**config.mk**
```make
export PLATFORM = sky130hd
export DESIGN_NAME = debug_mailbox
export DESIGN_NICKNAME = d
export VERILOG_FILES = /design/src/debug_mailbox_pkg.sv /design/src/mailbox_sync.sv /design/src/debug_mailbox.sv
export SDC_FILE = /design/constraint.sdc
export NUM_CORES = 1
export LEC_CHECK = 0
export BUFFER_PORTS_ARGS = -buffer_cell sky130_fd_sc_hd__buf_2
export CAP_MARGIN = 30
export CORE_UTILIZATION = 57
export DETAILED_ROUTE_END_ITERATION = 10
export PLACE_DENSITY = 0.79
export REMOVE_ABC_BUFFERS = 1
export SLEW_MARGIN = 10
export SYNTH_ARGS = -nofsm -noshare
export SYNTH_HDL_FRONTEND = slang
export SYNTH_SLANG_ARGS = --single-unit
```
**constraint.sdc**
```tcl
create_clock -name clk_i -period 6.2 [get_ports clk_i]
set_clock_uncertainty 0.1 [all_clocks]
set_input_delay 0.93 -clock clk_i [delete_from_list [all_inputs] [get_ports clk_i]]
set_output_delay 0.93 -clock clk_i [all_outputs]
set_load 0.02 [all_outputs]
```
**src/debug_mailbox_pkg.sv**
```systemverilog
// Constants for the processor to debugger word mailbox.
// Assumes a single 40 MHz system clock; scan strobes come from an external test port controller.
package debug_mailbox_pkg;
  localparam int WORD_W = 32;
  localparam int CHAIN_W = WORD_W + 2;
  localparam int CHAIN_NUM_W = 4;
  localparam int CTRL_RSVD_W = 26;
  localparam int SYNC_STAGES = 2;
  // Scan chain that reaches the mailbox
  localparam logic [CHAIN_NUM_W-1:0] MAILBOX_CHAIN = 4'h2;
  // Fixed version pattern in the top of the control word
  localparam logic [3:0] CTRL_VERSION = 4'h1;
  // Control word flag positions
  localparam int CTRL_W_BIT = 1;
  localparam int CTRL_R_BIT = 0;
  // Scan chain field positions: {write, address, data}
  localparam int CHAIN_WR_BIT = 33;
  localparam int CHAIN_ADDR_BIT = 32;
  localparam logic ADDR_CTRL = 1'b0;
  localparam logic ADDR_DATA = 1'b1;
  // Timing of the bench link clock and of the system clock
  localparam int TCK_PERIOD_NS = 200;
  localparam int CLK_PERIOD_NS = 25;
endpackage : debug_mailbox_pkg

```
**src/mailbox_sync.sv**
```systemverilog
// Plain two flip-flop synchroniser, any width.
// Assumes each bit is a level that changes slowly against clk_i.
`timescale 1ns/10ps
module mailbox_sync #(
  parameter int W = 1
) (
  input wire logic clk_i, // System clock
  input wire logic reset_i, // Async reset, active high
  input wire logic [W-1:0] d_i, // Asynchronous levels
  output logic [W-1:0] q_o // Synchronised levels
);
  logic [W-1:0] meta_q;

  // First stage feeds only the second stage
  always_ff @(posedge clk_i or posedge reset_i) begin
    if (reset_i) begin
      meta_q <= '0;
      q_o <= '0;
    end else begin
      meta_q <= d_i;
      q_o <= meta_q;
    end
  end
endmodule : mailbox_sync

```
**src/debug_mailbox.sv**
```systemverilog
// Word mailbox between a processor core and an external debugger.
// Assumes core transfer strobes are one-cycle pulses on clk_i and that the
// test port controller drives capture, shift, update and chain number from tck.
// Operation
// - A core write into the transmit data register sets the transmit-full flag.
// - The debugger sees both full flags only through a synchroniser.
// - A debugger read of the transmit data register clears transmit-full.
// - A debugger write into the receive data register sets receive-full.
// - A core read of the receive data register clears receive-full.
// - The receive-available output is high while an unread word is held.
// - The transmit-empty output is high while the transmit data register is free.
// - Both data registers are 32 bits wide.
// - The debugger reaches the mailbox through scan chain 2 only.
`timescale 1ns/10ps
module debug_mailbox (
  input wire logic clk_i, // System clock, 40 MHz
  input wire logic reset_i, // Async reset, active high
  input wire logic cp_wr_tx_i, // Core write pulse to transmit data
  input wire logic [31:0] cp_wdata_i, // Core write data
  input wire logic cp_rd_ctrl_i, // Core read pulse of control word
  input wire logic cp_rd_rx_i, // Core read pulse of receive data
  output logic [31:0] cp_rdata_o, // Core read data, valid cycle after pulse
  input wire logic tck_i, // Debugger test clock pin
  input wire logic tdi_i, // Debugger serial data in
  input wire logic capture_i, // Capture state of the test port
  input wire logic shift_i, // Shift state of the test port
  input wire logic update_i, // Update state of the test port
  input wire logic [3:0] chain_num_i, // Selected scan chain
  output logic tdo_o, // Serial data out
  output logic tx_empty_irq_o, // Transmit register free
  output logic rx_avail_irq_o // Receive word waiting
);
  logic [4:0] pins_s;
  logic [3:0] chain_s;
  logic tck_s, tdi_s, cap_s, sh_s, upd_s;
  logic tck_prev_q;
  logic w_q, w_d, r_q, r_d;
  logic [1:0] flags_dbg;
  logic [debug_mailbox_pkg::WORD_W-1:0] tx_q, rx_q;
  logic [debug_mailbox_pkg::CHAIN_W-1:0] chain_q, chain_d;
  logic addr_q;
  logic tck_rise, tck_fall, sel, do_cap, do_shift, do_upd, dbg_rd, dbg_wr;
  logic [31:0] ctrl_cpu, ctrl_dbg, cap_val;

  // Every debugger pin crosses two flip-flops before use
  mailbox_sync #(.W(5)) u_pin_sync (
    .clk_i(clk_i),
    .reset_i(reset_i),
    .d_i({tck_i, tdi_i, capture_i, shift_i, update_i}),
    .q_o(pins_s)
  );
  mailbox_sync #(.W(4)) u_chain_sync (
    .clk_i(clk_i),
    .reset_i(reset_i),
    .d_i(chain_num_i),
    .q_o(chain_s)
  );
  // The debugger view of the flags lags the core view by two cycles
  mailbox_sync #(.W(2)) u_flag_sync (
    .clk_i(clk_i),
    .reset_i(reset_i),
    .d_i({w_q, r_q}),
    .q_o(flags_dbg)
  );

  // Decode of the sampled test port
  assign {tck_s, tdi_s, cap_s, sh_s, upd_s} = pins_s;
  assign tck_rise = tck_s & ~tck_prev_q;
  assign tck_fall = ~tck_s & tck_prev_q;
  assign sel = (chain_s == debug_mailbox_pkg::MAILBOX_CHAIN);
  assign do_cap = tck_rise & sel & cap_s;
  assign do_shift = tck_rise & sel & sh_s;
  assign do_upd = tck_rise & sel & upd_s;
  assign dbg_rd = do_cap & (addr_q == debug_mailbox_pkg::ADDR_DATA);
  // A deposit while a word is still waiting is dropped, not overwritten
  assign dbg_wr = do_upd & chain_q[debug_mailbox_pkg::CHAIN_WR_BIT] & ~r_q
    & (chain_q[debug_mailbox_pkg::CHAIN_ADDR_BIT] == debug_mailbox_pkg::ADDR_DATA);

  // Control words; reserved bits read as zero
  assign ctrl_cpu = {debug_mailbox_pkg::CTRL_VERSION,
    {debug_mailbox_pkg::CTRL_RSVD_W{1'b0}}, w_q, r_q};
  assign ctrl_dbg = {debug_mailbox_pkg::CTRL_VERSION,
    {debug_mailbox_pkg::CTRL_RSVD_W{1'b0}}, flags_dbg};
  assign cap_val = (addr_q == debug_mailbox_pkg::ADDR_DATA) ? tx_q : ctrl_dbg;

  // Flag next state; a set in the same cycle as a clear wins
  assign w_d = cp_wr_tx_i | (w_q & ~dbg_rd);
  assign r_d = dbg_wr | (r_q & ~cp_rd_rx_i);

  // Scan register next state, shifting toward bit 0
  assign chain_d = do_cap ? {chain_q[debug_mailbox_pkg::CHAIN_W-1:debug_mailbox_pkg::WORD_W],
                             cap_val}
                 : do_shift ? {tdi_s, chain_q[debug_mailbox_pkg::CHAIN_W-1:1]}
                 : chain_q;

  // Handshake flags and their outputs
  always_ff @(posedge clk_i or posedge reset_i) begin
    if (reset_i) begin
      w_q <= 1'b0;
      r_q <= 1'b0;
      tx_empty_irq_o <= 1'b1;
      rx_avail_irq_o <= 1'b0;
    end else begin
      w_q <= w_d;
      r_q <= r_d;
      tx_empty_irq_o <= ~w_d;
      rx_avail_irq_o <= r_d;
    end
  end

  // Data registers; the core may overwrite transmit data, software must poll first
  always_ff @(posedge clk_i or posedge reset_i) begin
    if (reset_i) begin
      tx_q <= '0;
      rx_q <= '0;
    end else begin
      if (cp_wr_tx_i) begin
        tx_q <= cp_wdata_i;
      end
      if (dbg_wr) begin
        rx_q <= chain_q[debug_mailbox_pkg::WORD_W-1:0];
      end
    end
  end

  // Core read port
  always_ff @(posedge clk_i or posedge reset_i) begin
    if (reset_i) begin
      cp_rdata_o <= '0;
    end else if (cp_rd_ctrl_i) begin
      cp_rdata_o <= ctrl_cpu;
    end else if (cp_rd_rx_i) begin
      cp_rdata_o <= rx_q;
    end
  end

  // Scan side: address from an update steers the next capture
  always_ff @(posedge clk_i or posedge reset_i) begin
    if (reset_i) begin
      tck_prev_q <= 1'b0;
      chain_q <= '0;
      addr_q <= debug_mailbox_pkg::ADDR_CTRL;
      tdo_o <= 1'b0;
    end else begin
      tck_prev_q <= tck_s;
      chain_q <= chain_d;
      if (do_upd) begin
        addr_q <= chain_q[debug_mailbox_pkg::CHAIN_ADDR_BIT];
      end
      if (tck_fall) begin
        tdo_o <= chain_q[0]; // Changes on the falling edge so the debugger samples it stable
      end
    end
  end

  // Checks
  chk_tx_set_full: assert property (@(posedge clk_i) disable iff (reset_i)
    cp_wr_tx_i |=> w_q && tx_q == $past(cp_wdata_i))
    else $error("transmit-full not set by core write");
  chk_flag_sync_lag: assert property (@(posedge clk_i) disable iff (reset_i)
    ##2 flags_dbg == $past({w_q, r_q}, 2))
    else $error("debugger flag view not two cycles behind");
  chk_tx_read_clear: assert property (@(posedge clk_i) disable iff (reset_i)
    dbg_rd && !cp_wr_tx_i |=> !w_q ##1 tx_empty_irq_o)
    else $error("debugger read did not free transmit");
  chk_rx_set_full: assert property (@(posedge clk_i) disable iff (reset_i)
    dbg_wr |=> r_q && rx_q == $past(chain_q[31:0]))
    else $error("debugger write did not fill receive");
  chk_rx_read_clear: assert property (@(posedge clk_i) disable iff (reset_i)
    cp_rd_rx_i && !dbg_wr |=> !r_q && cp_rdata_o == $past(rx_q))
    else $error("core read did not empty receive");
  chk_rx_avail_out: assert property (@(posedge clk_i) disable iff (reset_i)
    rx_avail_irq_o == r_q)
    else $error("receive-available not tracking flag");
  chk_tx_empty_out: assert property (@(posedge clk_i) disable iff (reset_i)
    tx_empty_irq_o == !w_q)
    else $error("transmit-empty not tracking flag");
  chk_chain_select: assert property (@(posedge clk_i) disable iff (reset_i)
    tck_rise && !sel |=> $stable(chain_q) && $stable(addr_q)
      && ($stable(r_q) || $past(cp_rd_rx_i)))
    else $error("mailbox touched by other chain");
  chk_reset_idle: assert property (@(posedge clk_i)
    reset_i |-> tx_empty_irq_o && !rx_avail_irq_o && !w_q && !r_q)
    else $error("reset state wrong");
endmodule : debug_mailbox

```
-- Word level (Yosys, flattened, before mapping)
Index checks and enable logic that the tools add are counted.
- bits in read-only memories: 0
- word-level logic and storage cells: 47
- output and inout bits: 35
- bits in writable memories: 0
- memories: 0
- latch bits: 0
- flip-flop bits (word level): 158
- equal/unequal tests: 1
- shift operators: 0
- bitwise gates (word level): 21
- mux-type cells: 5
- divide/modulo/power cells: 0
- add/sub/neg operators: 0
- magnitude comparators: 0
- reductions and logical operators: 3
- multipliers: 0
- operator list (operator ; count):
    32-bit two-way mux ; 5
    1-bit AND ; 12
    1-bit NOT ; 7
    4-bit by 2-bit == test with 1-bit output, second input constant ; 1
    2-bit nonzero test ; 2
    1-bit bitwise OR ; 2
    2-bit AND reduction ; 1

-- Longest topological paths before layout
- word-level depth: 9
- mapped depth: 6
- mapped depth without buffers: 3

-- Hierarchy
From an unflattened synthesis, not the netlist that was laid out.
- cells, all modules: 417
- area, all modules: 6140.9 µm²
- by module, submodules not included (module ; times used ; cells each ; area each (µm²)):
    debug_mailbox ; 1 ; 392 ; 5579.1
    mailbox_sync (u_pin_sync) ; 1 ; 11 ; 254.0
    mailbox_sync (u_chain_sync) ; 1 ; 9 ; 203.9
    mailbox_sync (u_flag_sync) ; 1 ; 5 ; 103.8

-- Worst setup path after synthesis
Ideal clock, no wire load.
- path type: in2reg
- from: input port cp_wr_tx_i
- to: register tx_q[0] in the netlist's numbering
- setup time: 0.125 ns
- cell stages on the path: 3
- buffers on the path: 2
- path slack: 4.119 ns
- data arrival time: 1.857 ns
- cells stage by stage: clkbuf_1 -> buf_1 -> mux2_2
- RTL lines (element ; RTL line ; RTL):
    start: declaration ; debug_mailbox.sv:18 ; input wire logic cp_wr_tx_i,
    end signal: assignment ; debug_mailbox.sv:118 ; tx_q <= cp_wdata_i;
    end: declaration ; debug_mailbox.sv:39 ; logic [debug_mailbox_pkg::WORD_W-1:0] tx_q, rx_q;
No word-level cell between the ends.

-- Worst setup path in the final report
- from: register u_chain_sync.q_o[0]
- to: register rx_q[11] in the netlist's numbering
- word-level cells in the longest chain between the ends: 6
- ends and longest elaborated chain (element ; RTL line ; RTL):
    start: declaration ; mailbox_sync.sv:10 ; output logic [W-1:0] q_o
    start signal: assignment ; mailbox_sync.sv:21 ; q_o <= meta_q;
    4-bit by 2-bit == test with 1-bit output ; debug_mailbox.sv:70 ; assign sel = (chain_s == debug_mailbox_pkg::MAILBOX_CHAIN);
    1-bit AND (2 in a row) ; debug_mailbox.sv:73 ; assign do_upd = tck_rise & sel & upd_s;
    1-bit AND (2 in a row) ; debug_mailbox.sv:76 ; assign dbg_wr = do_upd & chain_q[debug_mailbox_pkg::CHAIN_WR_BIT] & ~r_q
    1-bit AND ; debug_mailbox.sv:77 ; & (chain_q[debug_mailbox_pkg::CHAIN_ADDR_BIT] == debug_mailbox_pkg::ADDR_DATA);
    end signal: assignment ; debug_mailbox.sv:121 ; rx_q <= chain_q[debug_mailbox_pkg::WORD_W-1:0];
    end: declaration ; debug_mailbox.sv:39 ;
Every way passes these cells.
A chain may end at the register's enable or synchronous reset.

==> flow_summary_export.csv <==
group,metric,value,unit
worst_setup_path,slowest_delay,0.75,ns
clock_tree,cts-htree-levels,4,
route,vias,3593,
placement,io_buffer_count,80,
route,dr.pass1.iters,4,
grt,grt_max_degree,107,
worst_setup_path,cp-end-kind,"flop",
logic_synthesis,synth_top_area_share,0.641,
grt,grt_overflow,0,
logic_synthesis,netlist_instances,414,
grt,grt_use_total,0.230,
worst_setup_path,r2r_setup_slack,3.77,ns
final_layout,drive_gt1_frac,0.380,
final_layout,fin_area,7230,um2
logic_synthesis,synth_ff_type,"dfrtp_1",
clock_tree,cts_buffers,17,
grt,grt_pass1_vias,3749,
worst_setup_path,crit_path_cell_trace,"and4bb_1 -> nand4_4 -> mux2_4",
clock_tree,hold_buffers,0,
worst_setup_path,worstPathRequired,6.50,ns
logic_synthesis,synthesis.area_per_instance,14.8,um2
route,drcViolationCount,0,
hold_path,hold_path.class,"input pin to asynchronous set/reset pin",
route,ant_nets,0,
sta,slew_viol_final,0,
die,pin_count,81,
sta,rsz0062_at_grt,"no",
placement,place_ws,3.66,ns
die,die_x,106,um
clock_tree,cts_tree,"done",
die,initial_core_util,0.591,
clock_tree,clk_latency,0.53,ns
logic_synthesis,synth_top_area_cell,"dfrtp_1",
sta,setup_viol,0,
placement,place.gp.congestion,0.715,
run,drv_cap,0,
logic_synthesis,synth-adder-area-share,0,
sta,setup_tns,0,ns
power_and_ir_drop,ir_drop,0.000253,V
die,die_area,11200,um2
sta,period_minus_slack,2.43,ns
logic_synthesis,yosys.area_share.simple,0.0384,
route,wirelength,11800,um
grt,grt_pass1_wl,19300,um
logic_synthesis,synth_top_family_by_area,"multiplexers",
sta,fin_crit_sh,0.392,
worst_setup_path,startpoint_type,"flop",
logic_synthesis,synthArstFlopShare,1.00,
final_layout,final_nets,538,
logic_synthesis,synth.area.mux_share,0.195,
worst_setup_path,slowest_stage,"nand4_4",
placement,dp_hpwl,7050,um
route,drtIter0Drc,165,
logic_synthesis,synth.area.top_cells,"dfrtp_1 64%, mux2_2 7.3%, mux2_4 7.1%",
die,num_rows,37,
logic_synthesis,synth_top_cells_by_count,"157 x dfrtp_1, 40 x mux2_2, 31 x mux2i_1, 30 x a22oi_1",
worst_setup_path,worstSetupStartpoint,"u_chain_sync.q_o[0]$_DFF_PP0_",
power_and_ir_drop,p_leak,3.55,nW
sta,finalHoldViolCount,0,
logic_synthesis,synth_compound_area_frac,0.0931,
final_layout,syn_to_final_growth,17.9,%
worst_setup_path,worstReg2RegEnd,"rx_q[11]$_DFFE_PP0P_",
clock_tree,post-cts-setup-buffer-count,0,
final_layout,num_antenna_cells,0,
placement,place_area,6610,um2
logic_synthesis,synthXorXnorAreaFrac,0,
clock_tree,cts_resized,0,
die,die_h,106,um
route,avgViaCountPerCell,5.61,
logic_synthesis,ys_types,34,
clock_tree,cts_root_buffer,"clkbuf_8",
worst_setup_path,cp-endpoint,"rx_q[11]$_DFFE_PP0P_",
sta,hold_ws,0.248,ns
logic_synthesis,yosysSeqAreaShare,0.645,
worst_setup_path,timing.rr.start,"u_chain_sync.q_o[0]$_DFF_PP0_",
logic_synthesis,synth_edf_count,0,
sta,worst_slew_pin_slew,0.933,ns
logic_synthesis,synth_most_common_cell,"dfrtp_1",
worst_setup_path,cp_max_fo,33,
grt,antenna_found_initial,0,
clock_tree,path_clk_slew,0.07,ns
final_layout,final_util,0.697,
logic_synthesis,synthesis.area,6130,um2
logic_synthesis,ys_ff_latch,158,
route,wl_per_cell,18.4,um
sta,slew_headroom,0.375,
power_and_ir_drop,p_per_area,301,nW/um2
die,core_area,10400,um2
clock_tree,cts.path.max_buffers,2,
worst_setup_path,worstRegToRegCells,3,
sta,fin_ws,3.77,ns
logic_synthesis,yosysWarningCount,0,
run_status,outcome,"finished clean",
worst_setup_path,cp_data_arrival_time,2.74,ns
sta,fmax,0.411,GHz
clock_tree,clkSinkCount,158,
worst_setup_path,crit_type,"flop to flop",
-- report_power, final --
group / switching (mW) / internal, mW
clock: 0.409 / 0.573
combinational: 0.0570 / 0.0475
sequential: 0.0237 / 1.07
total: 0.490 / 1.69
-- metrics by stage --
step / cells / total power [mW]
after global placement: 605 / 1.21
after floorplan: 385 / 1.16
final: 641 / 2.18
after CTS: 639 / 2.20
after global routing: 641 / 2.26
after detailed placement: 607 / 1.21
-- worst max-delay path, delay by kind of cell (launching register included) --
kind / cells / cell delay (ns)
flip-flops: 1 / 0.37
multiplexers: 1 / 0.56
AND/OR/NAND/NOR: 2 / 1.27
-- cell usage in the layout (no fill, tap or decap), types with 3 or more instances in the layout --
master,synthesis,routed
dfrtp_1,157,157
clkinvlp_4,0,4
buf_4,1,5
clkbuf_16,0,16
nand2_1,5,5
mux2_2,40,40
nor2_1,29,29
inv_1,7,6
a22oi_1,30,30
clkinv_4,0,5
o21ai_0,4,4
nand3_1,3,3
mux2i_1,31,31
mux2_4,29,29
buf_2,10,80
o2bb2ai_1,29,29
-- worst min path at each step --
stage	endpoint	slack, ns	depth (start not counted)
after floorplan	u_chain_sync.q_o[0]$_DFF_PP0_	0.23	0
after global placement	u_flag_sync.q_o[0]$_DFF_PP0_	0.23	0
after detailed placement	u_chain_sync.q_o[3]$_DFF_PP0_	0.24	0
after CTS	u_chain_sync.q_o[3]$_DFF_PP0_	0.25	0
after global routing	u_chain_sync.q_o[3]$_DFF_PP0_	0.25	0
final	tx_q[2]$_DFFE_PP0P_	0.25	2
-- flip-flops by register name, indices dropped and copies added, names as in the netlist, 4 cells and up --
| signal | count |
|---|---|
| cp_rdata_o | 32 |
| rx_q | 32 |
| chain_q | 34 |
| tx_q | 32 |
| u_chain_sync.q_o | 4 |
| u_pin_sync.meta_q | 5 |
| u_chain_sync.meta_q | 4 |
| u_pin_sync.q_o | 5 |
-- final cells by class --
class	count	area, um2
clock buffers	19	422
clock inverters	13	144
fillers	743	3140
inverters	7	31.3
multi-input cells	220	2000
flip-flops and latches	158	3960
well taps	136	170
repair buffers	88	500
-- cell families after synthesis --
family,after synthesis
flip-flops,158
multiplexers,100
AO/OA/AOI/OAI,72
AND/OR/NAND/NOR,48
buffers and inverters,36
-- layer usage --
metal	up-vias	GRT usage	routed length, um
met5	-	0	0
met4	0	0.0913	118
met3	11	0.0451	464
met2	87	0.386	6160
met1	1834	0.295	5030
li1	1661	-	-
(Power assumes the default switching activity.)
